==> src/hdl/mpp_cfg.svh <==
// constants for the multi-purpose pin port: register offsets, field layout, reset values
// assumes a 32-bit apb slave with word-aligned registers
`ifndef MPP_CFG_SVH
`define MPP_CFG_SVH
`define REG_COMMAND_OFF     12'h000
`define REG_DATA_WRITE_OFF  12'h004
`define REG_OUTPUT_WORD_OFF 12'h008
`define REG_PIN_LEVEL_OFF   12'h00C
`define REG_MODE_READ_OFF   12'h010
`define REG_BUS_CFG_OFF     12'h014
`define CMD_PIN_SETUP       16'h0021
`define MODE_WORD_RESET     16'h0000
`define OUTPUT_WORD_RESET   16'h0000
`define BUS_CFG_RESET       1'b0
`define MODE_BITS_PER_PIN   2
`endif

==> src/hdl/mpp_pkg.sv <==
// types shared by the multi-purpose pin port
// assumes mpp_cfg.svh supplies the numeric constants
package mpp_pkg;
  typedef enum logic [1:0] {
    PIN_FN_INPUT  = 2'b00,
    PIN_FN_OUTPUT = 2'b01,
    PIN_FN_STATUS = 2'b10,
    PIN_FN_SPECIAL = 2'b11
  } pin_fn_t;

  typedef struct packed {
    logic [7:0] oe;
    logic [7:0] out;
  } pin_drive_t;

  typedef struct packed {
    logic [3:0] sync_pulse;
    logic [3:0] compare_result;
    logic [7:0] drive_status;
  } pin_sources_t;
endpackage

==> src/hdl/multi_purpose_pin_port.sv <==
// Overview of operation
// - eight bidirectional pins, each independently input or output.
// - host writes mode word to data register then issues pin-setup command.
// - two mode bits per pin; pin n uses bits 2n+1 and 2n.
// - mode pair 00 puts the pin in input state.
// - mode pair 01 drives the pin as general output.
// - mode pair 10 drives the pin with drive status.
// - mode pair 11 drives synchronous pulse or compare result by pin index.
// - in mode 11, pins 0 to 3 carry synchronous pulses.
// - in mode 11, pins 4 to 7 carry compare results 0 to 3.
// - pin levels always readable in low byte of pin-level register.
// - general output pins follow output word low byte bits.
// - input pin edges serve as synchronous-action triggers.
// - pins 4 and 5 inputs can start driving by level or edge.
// - with 8-bit bus, upper data lines are readable as inputs.
// - a disabled dedicated input may be read as general input.
// - upper data line levels appear in upper byte of pin-level register.
//
// file: top of the multi-purpose pin port with its apb register slave
// assumes pins and upper data lines are asynchronous; sources are on clock
//
// Design decisions made here: the placing of the registers and the APB slave port.
`timescale 1ns/1ns
`default_nettype none
`include "mpp_cfg.svh"
module multi_purpose_pin_port
  import mpp_pkg::*;
#(
  parameter int PINS       = 8,
  parameter int UPPER      = 8,
  parameter int DEDICATED  = 9
) (
  // clock and reset
  input  wire logic                  clock,
  input  wire logic                  rst,
  // apb slave
  input  wire logic                  psel,
  input  wire logic                  penable,
  input  wire logic                  pwrite,
  input  wire logic [11:0]           paddr,
  input  wire logic [31:0]           pwdata,
  output logic      [31:0]           prdata,
  output logic                       pready,
  output logic                       pslverr,
  // pins
  input  wire logic [PINS-1:0]       pin_in,
  output logic      [PINS-1:0]       pin_out,
  output logic      [PINS-1:0]       pin_oe,
  // upper data lines used as inputs in 8-bit bus mode
  input  wire logic [UPPER-1:0]      upper_bus_line_levels,
  // dedicated inputs and their function enables
  input  wire logic [DEDICATED-1:0]  dedicated_in,
  input  wire logic [DEDICATED-1:0]  dedicated_fn_en,
  // sources from the rest of the device
  input  wire pin_sources_t          sources,
  // events toward synchronous action and external drive start
  output logic      [PINS-1:0]       sync_rise_r,
  output logic      [PINS-1:0]       sync_fall_r,
  output logic      [1:0]            ext_start_level_r,
  output logic      [1:0]            ext_start_edge_r,
  output logic      [DEDICATED-1:0]  dedicated_level_r
);
  // ------------------------------------------------------------
  // register state
  // ------------------------------------------------------------
  logic [15:0]          data_write_low_word_r;
  logic [15:0]          pin_mode_word_r;
  logic [15:0]          output_word_register_r;
  logic                 bus8_mode_r;
  logic [PINS-1:0]      pin_meta_r;
  logic [PINS-1:0]      pin_sync_r;
  logic [PINS-1:0]      pin_prev_r;
  logic [UPPER-1:0]     upper_meta_r;
  logic [UPPER-1:0]     upper_sync_r;
  logic [DEDICATED-1:0] ded_meta_r;
  logic [DEDICATED-1:0] ded_sync_r;
  logic                 wr_en;
  logic                 rd_en;
  logic                 addr_ok;
  logic [15:0]          pin_level_register;
  logic [31:0]          rdata_nxt;

  assign wr_en = psel && penable && pwrite;
  assign rd_en = psel && !penable && !pwrite;

  always_comb begin
    unique case (paddr)
      `REG_COMMAND_OFF, `REG_DATA_WRITE_OFF, `REG_OUTPUT_WORD_OFF,
      `REG_PIN_LEVEL_OFF, `REG_MODE_READ_OFF, `REG_BUS_CFG_OFF: addr_ok = 1'b1;
      default: addr_ok = 1'b0;
    endcase
  end

  // ------------------------------------------------------------
  // input synchronisers
  // ------------------------------------------------------------
  // two flops before any use; the first stage feeds only the second
  always_ff @(posedge clock or posedge rst) begin
    if (rst) begin
      pin_meta_r   <= '0;
      pin_sync_r   <= '0;
      pin_prev_r   <= '0;
      upper_meta_r <= '0;
      upper_sync_r <= '0;
      ded_meta_r   <= '0;
      ded_sync_r   <= '0;
    end else begin
      pin_meta_r   <= pin_in;
      pin_sync_r   <= pin_meta_r;
      pin_prev_r   <= pin_sync_r;
      upper_meta_r <= upper_bus_line_levels;
      upper_sync_r <= upper_meta_r;
      ded_meta_r   <= dedicated_in;
      ded_sync_r   <= ded_meta_r;
    end
  end

  // ------------------------------------------------------------
  // register writes
  // ------------------------------------------------------------
  always_ff @(posedge clock or posedge rst) begin
    if (rst) begin
      data_write_low_word_r  <= `MODE_WORD_RESET;
      output_word_register_r <= `OUTPUT_WORD_RESET;
      bus8_mode_r            <= `BUS_CFG_RESET;
    end else if (wr_en) begin
      if (paddr == `REG_DATA_WRITE_OFF)
        data_write_low_word_r <= pwdata[15:0];
      if (paddr == `REG_OUTPUT_WORD_OFF)
        output_word_register_r <= pwdata[15:0];
      if (paddr == `REG_BUS_CFG_OFF)
        bus8_mode_r <= pwdata[0];
    end
  end

  // mode word changes only on the setup command, so a half-written data
  // register never disturbs pins already in use
  always_ff @(posedge clock or posedge rst) begin
    if (rst) begin
      pin_mode_word_r <= `MODE_WORD_RESET;
    end else if (wr_en && paddr == `REG_COMMAND_OFF &&
                 pwdata[15:0] == `CMD_PIN_SETUP) begin
      pin_mode_word_r <= data_write_low_word_r;
    end
  end

  // ------------------------------------------------------------
  // pin cells
  // ------------------------------------------------------------
  logic [PINS-1:0] cell_oe;
  logic [PINS-1:0] cell_out;
  logic [7:0]      special_src;

  assign special_src = {sources.compare_result, sources.sync_pulse};

  genvar g;
  generate
    for (g = 0; g < PINS; g++) begin : g_pin
      pin_cell u_cell (
        .clock       (clock),
        .rst         (rst),
        .mode        (pin_mode_word_r[`MODE_BITS_PER_PIN*g +: 2]),
        .gp_out      (output_word_register_r[g]),
        .status_out  (sources.drive_status[g]),
        .special_out (special_src[g]),
        .pin_oe_r    (cell_oe[g]),
        .pin_out_r   (cell_out[g])
      );
    end
  endgenerate

  assign pin_oe  = cell_oe;
  assign pin_out = cell_out;

  // ------------------------------------------------------------
  // input events
  // ------------------------------------------------------------
  always_ff @(posedge clock or posedge rst) begin
    if (rst) begin
      sync_rise_r       <= '0;
      sync_fall_r       <= '0;
      ext_start_level_r <= '0;
      ext_start_edge_r  <= '0;
      dedicated_level_r <= '0;
    end else begin
      for (int i = 0; i < PINS; i++) begin
        sync_rise_r[i] <= !cell_oe[i] && pin_sync_r[i] && !pin_prev_r[i];
        sync_fall_r[i] <= !cell_oe[i] && !pin_sync_r[i] && pin_prev_r[i];
      end
      for (int j = 0; j < 2; j++) begin
        ext_start_level_r[j] <= !cell_oe[4+j] && pin_sync_r[4+j];
        ext_start_edge_r[j]  <= !cell_oe[4+j] && (pin_sync_r[4+j] ^ pin_prev_r[4+j]);
      end
      // disabled dedicated functions expose the raw level
      dedicated_level_r <= ded_sync_r & ~dedicated_fn_en;
    end
  end

  // ------------------------------------------------------------
  // read path
  // ------------------------------------------------------------
  // upper byte reads zero on a 16-bit bus: the lines then carry data
  assign pin_level_register = {bus8_mode_r ? upper_sync_r : 8'h00, pin_sync_r};

  always_comb begin
    rdata_nxt = 32'h0000_0000;
    unique case (paddr)
      `REG_PIN_LEVEL_OFF: rdata_nxt = {16'h0000, pin_level_register};
      `REG_MODE_READ_OFF: rdata_nxt = {16'h0000, pin_mode_word_r};
      `REG_BUS_CFG_OFF:   rdata_nxt = {31'h0000_0000, bus8_mode_r};
      default:            rdata_nxt = 32'h0000_0000;
    endcase
  end

  // read data is captured in setup so the access phase answers at once
  always_ff @(posedge clock or posedge rst) begin
    if (rst) begin
      prdata  <= 32'h0000_0000;
      pready  <= 1'b0;
      pslverr <= 1'b0;
    end else begin
      if (rd_en)
        prdata <= rdata_nxt;
      pready  <= psel && !penable;
      pslverr <= psel && !penable && !addr_ok;
    end
  end

  // ------------------------------------------------------------
  // checks
  // ------------------------------------------------------------
  input_mode_a: assert property (@(posedge clock) disable iff (rst)
    (pin_mode_word_r[1:0] == 2'b00) |=> !pin_oe[0])
    else $error("pin 0 driven in input mode");
  gp_out_a: assert property (@(posedge clock) disable iff (rst)
    (pin_mode_word_r[3:2] == 2'b01) |=>
      (pin_oe[1] && pin_out[1] == $past(output_word_register_r[1])))
    else $error("pin 1 general output wrong");
  status_out_a: assert property (@(posedge clock) disable iff (rst)
    (pin_mode_word_r[5:4] == 2'b10) |=> (pin_out[2] == $past(sources.drive_status[2])))
    else $error("pin 2 status output wrong");
  sync_pulse_a: assert property (@(posedge clock) disable iff (rst)
    (pin_mode_word_r[7:6] == 2'b11) |=> (pin_oe[3] && pin_out[3] == $past(sources.sync_pulse[3])))
    else $error("pin 3 sync pulse wrong");
  compare_out_a: assert property (@(posedge clock) disable iff (rst)
    (pin_mode_word_r[15:14] == 2'b11) |=> (pin_out[7] == $past(sources.compare_result[3])))
    else $error("pin 7 compare output wrong");
  mode_hold_a: assert property (@(posedge clock) disable iff (rst)
    !(wr_en && paddr == `REG_COMMAND_OFF) |=> $stable(pin_mode_word_r))
    else $error("mode word changed without command");
  level_read_a: assert property (@(posedge clock) disable iff (rst)
    (rd_en && paddr == `REG_PIN_LEVEL_OFF) |=> (prdata[7:0] == $past(pin_sync_r)))
    else $error("pin level read wrong");
  upper_read_a: assert property (@(posedge clock) disable iff (rst)
    (rd_en && paddr == `REG_PIN_LEVEL_OFF && bus8_mode_r) |=>
      (prdata[15:8] == $past(upper_sync_r)))
    else $error("upper line read wrong");
  rise_event_a: assert property (@(posedge clock) disable iff (rst)
    (!cell_oe[0] && $rose(pin_sync_r[0])) |=> sync_rise_r[0])
    else $error("rising edge missed");
  rise_seven_a: assert property (@(posedge clock) disable iff (rst)
    (!cell_oe[7] && $rose(pin_sync_r[7])) |=> sync_rise_r[7])
    else $error("pin 7 rising edge missed");
  fall_event_a: assert property (@(posedge clock) disable iff (rst)
    (!cell_oe[1] && $fell(pin_sync_r[1])) |=> sync_fall_r[1])
    else $error("falling edge missed");
  driven_quiet_a: assert property (@(posedge clock) disable iff (rst)
    cell_oe[2] |=> (!sync_rise_r[2] && !sync_fall_r[2]))
    else $error("edge event on a driven pin");

  // ------------------------------------------------------------
  // checks: pin drive by mode pair
  // ------------------------------------------------------------
  input_three_a: assert property (@(posedge clock) disable iff (rst)
    (pin_mode_word_r[7:6] == 2'b00) |=> !pin_oe[3])
    else $error("pin 3 driven in input mode");
  input_seven_a: assert property (@(posedge clock) disable iff (rst)
    (pin_mode_word_r[15:14] == 2'b00) |=> !pin_oe[7])
    else $error("pin 7 driven in input mode");
  pair_layout_a: assert property (@(posedge clock) disable iff (rst)
    pin_oe[5] == $past(|pin_mode_word_r[11:10]))
    else $error("pin 5 direction not from bits 11 and 10");
  gp_five_a: assert property (@(posedge clock) disable iff (rst)
    (pin_mode_word_r[11:10] == 2'b01) |=>
      (pin_oe[5] && pin_out[5] == $past(output_word_register_r[5])))
    else $error("pin 5 general output wrong");
  gp_seven_a: assert property (@(posedge clock) disable iff (rst)
    (pin_mode_word_r[15:14] == 2'b01) |=>
      (pin_oe[7] && pin_out[7] == $past(output_word_register_r[7])))
    else $error("pin 7 general output wrong");
  status_one_a: assert property (@(posedge clock) disable iff (rst)
    (pin_mode_word_r[3:2] == 2'b10) |=>
      (pin_oe[1] && pin_out[1] == $past(sources.drive_status[1])))
    else $error("pin 1 status output wrong");
  status_six_a: assert property (@(posedge clock) disable iff (rst)
    (pin_mode_word_r[13:12] == 2'b10) |=>
      (pin_oe[6] && pin_out[6] == $past(sources.drive_status[6])))
    else $error("pin 6 status output wrong");
  pulse_zero_a: assert property (@(posedge clock) disable iff (rst)
    (pin_mode_word_r[1:0] == 2'b11) |=>
      (pin_oe[0] && pin_out[0] == $past(sources.sync_pulse[0])))
    else $error("pin 0 sync pulse wrong");
  pulse_one_a: assert property (@(posedge clock) disable iff (rst)
    (pin_mode_word_r[3:2] == 2'b11) |=>
      (pin_oe[1] && pin_out[1] == $past(sources.sync_pulse[1])))
    else $error("pin 1 sync pulse wrong");
  special_four_a: assert property (@(posedge clock) disable iff (rst)
    (pin_mode_word_r[9:8] == 2'b11) |=>
      (pin_oe[4] && pin_out[4] == $past(sources.compare_result[0])))
    else $error("pin 4 compare output wrong");
  compare_five_a: assert property (@(posedge clock) disable iff (rst)
    (pin_mode_word_r[11:10] == 2'b11) |=>
      (pin_oe[5] && pin_out[5] == $past(sources.compare_result[1])))
    else $error("pin 5 compare output wrong");
  compare_six_a: assert property (@(posedge clock) disable iff (rst)
    (pin_mode_word_r[13:12] == 2'b11) |=>
      (pin_oe[6] && pin_out[6] == $past(sources.compare_result[2])))
    else $error("pin 6 compare output wrong");

  // ------------------------------------------------------------
  // checks: external start, dedicated inputs, register path
  // ------------------------------------------------------------
  // start events come only from released pins, so a driven pin never starts motion
  ext_level_a: assert property (@(posedge clock) disable iff (rst)
    !cell_oe[4] |=> (ext_start_level_r[0] == $past(pin_sync_r[4])))
    else $error("pin 4 start level wrong");
  ext_edge_a: assert property (@(posedge clock) disable iff (rst)
    (!cell_oe[5] && $changed(pin_sync_r[5])) |=> ext_start_edge_r[1])
    else $error("pin 5 start edge missed");
  ext_driven_a: assert property (@(posedge clock) disable iff (rst)
    cell_oe[4] |=> (!ext_start_level_r[0] && !ext_start_edge_r[0]))
    else $error("start event from a driven pin");
  ded_used_a: assert property (@(posedge clock) disable iff (rst)
    dedicated_fn_en[0] |=> !dedicated_level_r[0])
    else $error("dedicated input shown while in use");
  ded_free_a: assert property (@(posedge clock) disable iff (rst)
    !dedicated_fn_en[8] |=> (dedicated_level_r[8] == $past(ded_sync_r[8])))
    else $error("free dedicated input level wrong");
  upper_blank_a: assert property (@(posedge clock) disable iff (rst)
    (rd_en && paddr == `REG_PIN_LEVEL_OFF && !bus8_mode_r) |=> (prdata[15:8] == 8'h00))
    else $error("upper lines shown on a 16-bit bus");
  data_write_a: assert property (@(posedge clock) disable iff (rst)
    (wr_en && paddr == `REG_DATA_WRITE_OFF) |=> (data_write_low_word_r == $past(pwdata[15:0])))
    else $error("data write register not loaded");
  mode_load_a: assert property (@(posedge clock) disable iff (rst)
    (wr_en && paddr == `REG_COMMAND_OFF && pwdata[15:0] == `CMD_PIN_SETUP) |=>
      (pin_mode_word_r == $past(data_write_low_word_r)))
    else $error("setup command did not load the mode word");
  word_write_a: assert property (@(posedge clock) disable iff (rst)
    (wr_en && paddr == `REG_OUTPUT_WORD_OFF) |=>
      (output_word_register_r == $past(pwdata[15:0])))
    else $error("output word not loaded");
  mode_read_a: assert property (@(posedge clock) disable iff (rst)
    (rd_en && paddr == `REG_MODE_READ_OFF) |=> (prdata == {16'h0000, $past(pin_mode_word_r)}))
    else $error("mode word read back wrong");
endmodule // multi_purpose_pin_port
`default_nettype wire

==> src/hdl/pin_cell.sv <==
// one multi-purpose pin: selects direction and output source from its mode pair
// assumes sources arrive on the same clock
`timescale 1ns/1ns
`default_nettype none
module pin_cell
  import mpp_pkg::*;
(
  // clock and reset
  input  wire logic       clock,
  input  wire logic       rst,
  // selection
  input  wire logic [1:0] mode,
  // sources
  input  wire logic       gp_out,
  input  wire logic       status_out,
  input  wire logic       special_out,
  // pin drive
  output logic            pin_oe_r,
  output logic            pin_out_r
);
  pin_fn_t fn;
  assign fn = pin_fn_t'(mode);

  always_ff @(posedge clock or posedge rst) begin
    if (rst) begin
      pin_oe_r  <= 1'b0;
      pin_out_r <= 1'b0;
    end else begin
      unique case (fn)
        PIN_FN_INPUT: begin
          pin_oe_r  <= 1'b0;
          pin_out_r <= 1'b0;
        end
        PIN_FN_OUTPUT: begin
          pin_oe_r  <= 1'b1;
          pin_out_r <= gp_out;
        end
        PIN_FN_STATUS: begin
          pin_oe_r  <= 1'b1;
          pin_out_r <= status_out;
        end
        PIN_FN_SPECIAL: begin
          pin_oe_r  <= 1'b1;
          pin_out_r <= special_out;
        end
      endcase
    end
  end
endmodule // pin_cell
`default_nettype wire

==> config.mk <==
export PLATFORM = sky130hd
export DESIGN_NAME = multi_purpose_pin_port
export DESIGN_NICKNAME = d
export VERILOG_FILES = /design/src/hdl/mpp_pkg.sv /design/src/hdl/multi_purpose_pin_port.sv /design/src/hdl/pin_cell.sv
export VERILOG_INCLUDE_DIRS = /design/src /design/src/hdl
export SDC_FILE = /design/constraint.sdc
export NUM_CORES = 1
export LEC_CHECK = 0
export ABC_AREA = 1
export BUFFER_PORTS_ARGS = -buffer_cell sky130_fd_sc_hd__buf_2
export CORE_AREA = 4 4 115 117
export DETAILED_ROUTE_END_ITERATION = 8
export DIE_AREA = 0 0 119 121
export PLACE_DENSITY = 0.84
export SYNTH_ARGS = -nofsm -noshare
export SYNTH_HDL_FRONTEND = slang
export SYNTH_SLANG_ARGS = --single-unit
==> constraint.sdc <==
create_clock -name clock -period 15.25 [get_ports clock]
set_clock_uncertainty 0.2 [all_clocks]
set_input_delay 3.05 -clock clock [delete_from_list [all_inputs] [get_ports clock]]
set_output_delay 3.05 -clock clock [all_outputs]
set_load 0.03 [all_outputs]
==> results.json <==
{
  "vias": 4193,
  "crit_path_start_kind": "input pin",
  "cp_top_family": "simple AND/OR/NAND/NOR gates",
  "cts-root-buf": "clkbuf_16",
  "seq_power_share_pct": 48.0,
  "dr.pass1.iters": 5,
  "setup_ws_ps": 10440,
  "crit_path_start": "paddr[11]",
  "relSlewSlack_pct": 32.5,
  "critPathKind": "in2reg",
  "rsz0062_at_grt": "no",
  "wire_per_inst_microns": 14.1,
  "syn_avg_cell_area_sq_um": 10.4,
  "power.density_nw_per_um2": 127,
  "p_sw_w": 0.000196,
  "synth_edf_count": 0,
  "place_hpwl_microns": 8870,
  "path_buf_inv": 2,
  "swShare_pct": 21.1,
  "fmaxAchievable_ghz": 0.208,
  "yosys.area.top_type_share_pct": 67.6,
  "synthFlopType": "dfrtp_1",
  "status": "finished clean",
  "hold_depth": 0,
  "ys_ff_latch": 162,
  "cp-end-kind": "flip-flop",
  "ios": 178,
  "finish.utilization_pct": 59.0,
  "hold_start": "ded_meta_r[0]",
  "yosysUniqueCellTypes": 25,
  "cts-resized-gates": 0,
  "cts_made_buffers": 17,
  "grt_pass1_vias": 4009,
  "io_buffers": 145,
  "worstMarginPinSlew_ps": 1010,
  "routed_wirelength_microns": 12600,
  "rr_worst_depth": 4,
  "start_util_pct": 48.5,
  "crit_top_cell": "nand2_1",
  "r2r_end": "prdata[14]",
  "drt_iter0_drc": 432,
  "slew_viol_final": 0,
  "antenna_left": 0,
  "finalNonFillerCells": 897,
  "netlist_top_cells_area": "dfrtp_1, nand2_1, o21ai_0",
  "vdd_ir_drop_max_mv": 0.0942,
  "preCtsSetupSlack_ps": 10060,
  "routed-wl-met2_microns": 6160,
  "cts.clk_slew.worst_paths_ps": 60,
  "final_nets": 811,
  "wl_met3_microns": 844,
  "viasPerCell": 4.67,
  "comb_power_share_pct": 5.2,
  "netlist_instances": 578,
  "clkPwrFrac_pct": 46.8,
  "globalRoute.totalOverflow": 0,
  "die_y_microns": 121,
  "cpPeakStageDelay_ps": 530,
  "synthToLayoutAreaGrowth_pct": 21.8,
  "grt_pass1_wl_microns": 19900,
  "worstPathRequired_ps": 15390,
  "cts_buffer_depth": 2,
  "dp.cells": 865,
  "crit_path_max_fanout": 20,
  "antenna_found_initial": 1,
  "cp.arrival_ps": 4950,
  "htree_levels": 4,
  "clock-sinks": 162,
  "min_to": "ded_sync_r[0]",
  "synth_area_sq_um": 5990,
  "r2r-start": "bus8_mode_r",
  "holdBufCountCts": 0,
  "finalHoldViolCount": 0,
  "drt-met1-wl_microns": 5350,
  "tns_ps": 0,
  "grt_max_degree": 85,
  "yosysWarnings": 0,
  "p_int_w": 0.000732,
  "grt_usage_pct": 18.0,
  "place.gp.congestion": 0.813,
  "drc": 0,
  "path_cells": "buf_2 -> nor2_1 -> nand2_1 -> inv_1 -> nand2_1 -> o21ai_0 -> nand2_1 -> nand2_1",
  "r2r_setup_slack_ps": 14020,
  "finalCritPeriodShare_pct": 31.5,
  "die_w_microns": 119,
  "rows": 41,
  "drv_cap": 0,
  "min_path_type": "reg2reg",
  "cts_tree": "yes",
  "seq_area_frac_synth_pct": 67.6,
  "finalCriticalPeriod_ps": 4810,
  "drive_above_1_share_pct": 25.8,
  "clock_latency_ps": 410,
  "leakage_nw": 3.96,
  "async_flop_share_pct": 100,
  "cts_setup_buffers": 0,
  "synth_top_area_cell": "dfrtp_1",
  "core_sq_um": 12400,
  "slowest_stage": "inv_1",
  "dr.max_layer_used": "met4",
  "die-area_sq_um": 14400,
  "setup_viol": 0
}
layer usage:
metal,vias to the layer above,track usage [%]
met5,-,0
met4,0,6.88
met3,21,5.45
met2,163,29.0
met1,1968,23.0
li1,2041,-
Yosys cell counts, types with 2 or more instances:
cell      instances
dfrtp_1         162
nand2_1         136
o21ai_0          63
inv_1            60
nor2_1           41
buf_4            35
nand3_1          31
o21ai_1          11
clkbuf_1          6
nor3_1            6
nor3b_1           5
nor2_2            4
buf_2             3
a21oi_1           2
nand4_1           2
or2_2             2
per-stage QoR:
step	total power, W	hold WS (ps)	area [sq um]
2_1_floorplan	0.000485	131	6050
3_3_place_gp	0.000501	132	6690
3_5_place_dp	0.000503	135	6690
4_1_cts	0.000936	148	7300
5_1_grt	0.000960	149	7300
6_report	0.000928	146	7300
kinds of logic after synthesis:
family                 count (synthesis)  share of synthesized area [%]
other                                  1                         0.0626
AO/OA/AOI/OAI                         76                           6.35
buffers and inverters                106                           9.02
flip-flops                           162                           67.6
AND/OR/NAND/NOR                      233                           16.9
area by class of cell:
class	count	area (sq um)
clock inverters	10	159
clock buffers	21	450
multi-input cells	325	1460
flip-flops and latches	162	4050
fillers	1059	5060
repair buffers	146	733
inverters	60	230
diodes	1	2.50
well taps	172	215
power groups by stage:
| stage | sequential [W] | combinational, W | clock (W) |
|---|---|---|---|
| floorplan | 0.000462 | 0.0000231 | 0 |
| global placement | 0.000453 | 0.0000483 | 0 |
| detailed placement | 0.000454 | 0.0000491 | 0 |
| CTS | 0.000446 | 0.0000492 | 0.000441 |
| global route | 0.000447 | 0.0000539 | 0.000459 |
| finish | 0.000446 | 0.0000482 | 0.000434 |
how the worst max path moves through the flow:
stage,end,slack [ps],cells past startpoint
3_3_place_gp,prdata[14],10120,8
2_1_floorplan,bus8_mode_r,7620,1
4_1_cts,prdata[14],10470,8
6_report,prdata[14],10440,8
5_1_grt,prdata[14],10210,8
3_5_place_dp,prdata[14],10060,8
registers in the layout (all words and copies together) (netlist names), 9 cells and up:
| name | count |
|---|---|
| dedicated_level_r | 9 |
| ded_sync_r | 9 |
| ded_meta_r | 9 |
| data_write_low_word_r | 16 |
| pin_mode_word_r | 16 |
| prdata | 16 |
placed cells by master, fill, tap and decap left out, types with 4 or more instances in the layout:
master / instances
buf_2: 145
bufinv_16: 4
clkbuf_16: 17
conb_1: 16
dfrtp_1: 162
inv_1: 59
nand2_1: 136
nand3_1: 31
nor2_1: 41
nor2_2: 4
nor3_1: 6
nor3b_1: 5
o21ai_0: 63
o21ai_1: 11
worst reg2reg max path, stage by stage (launching register included):
cell and delay, ps:
dfrtp_1 540, nand2_1 90, o21ai_0 170, nand2_1 80, nand2_1 90
No activity file was read; power rests on OpenSTA's default activity.
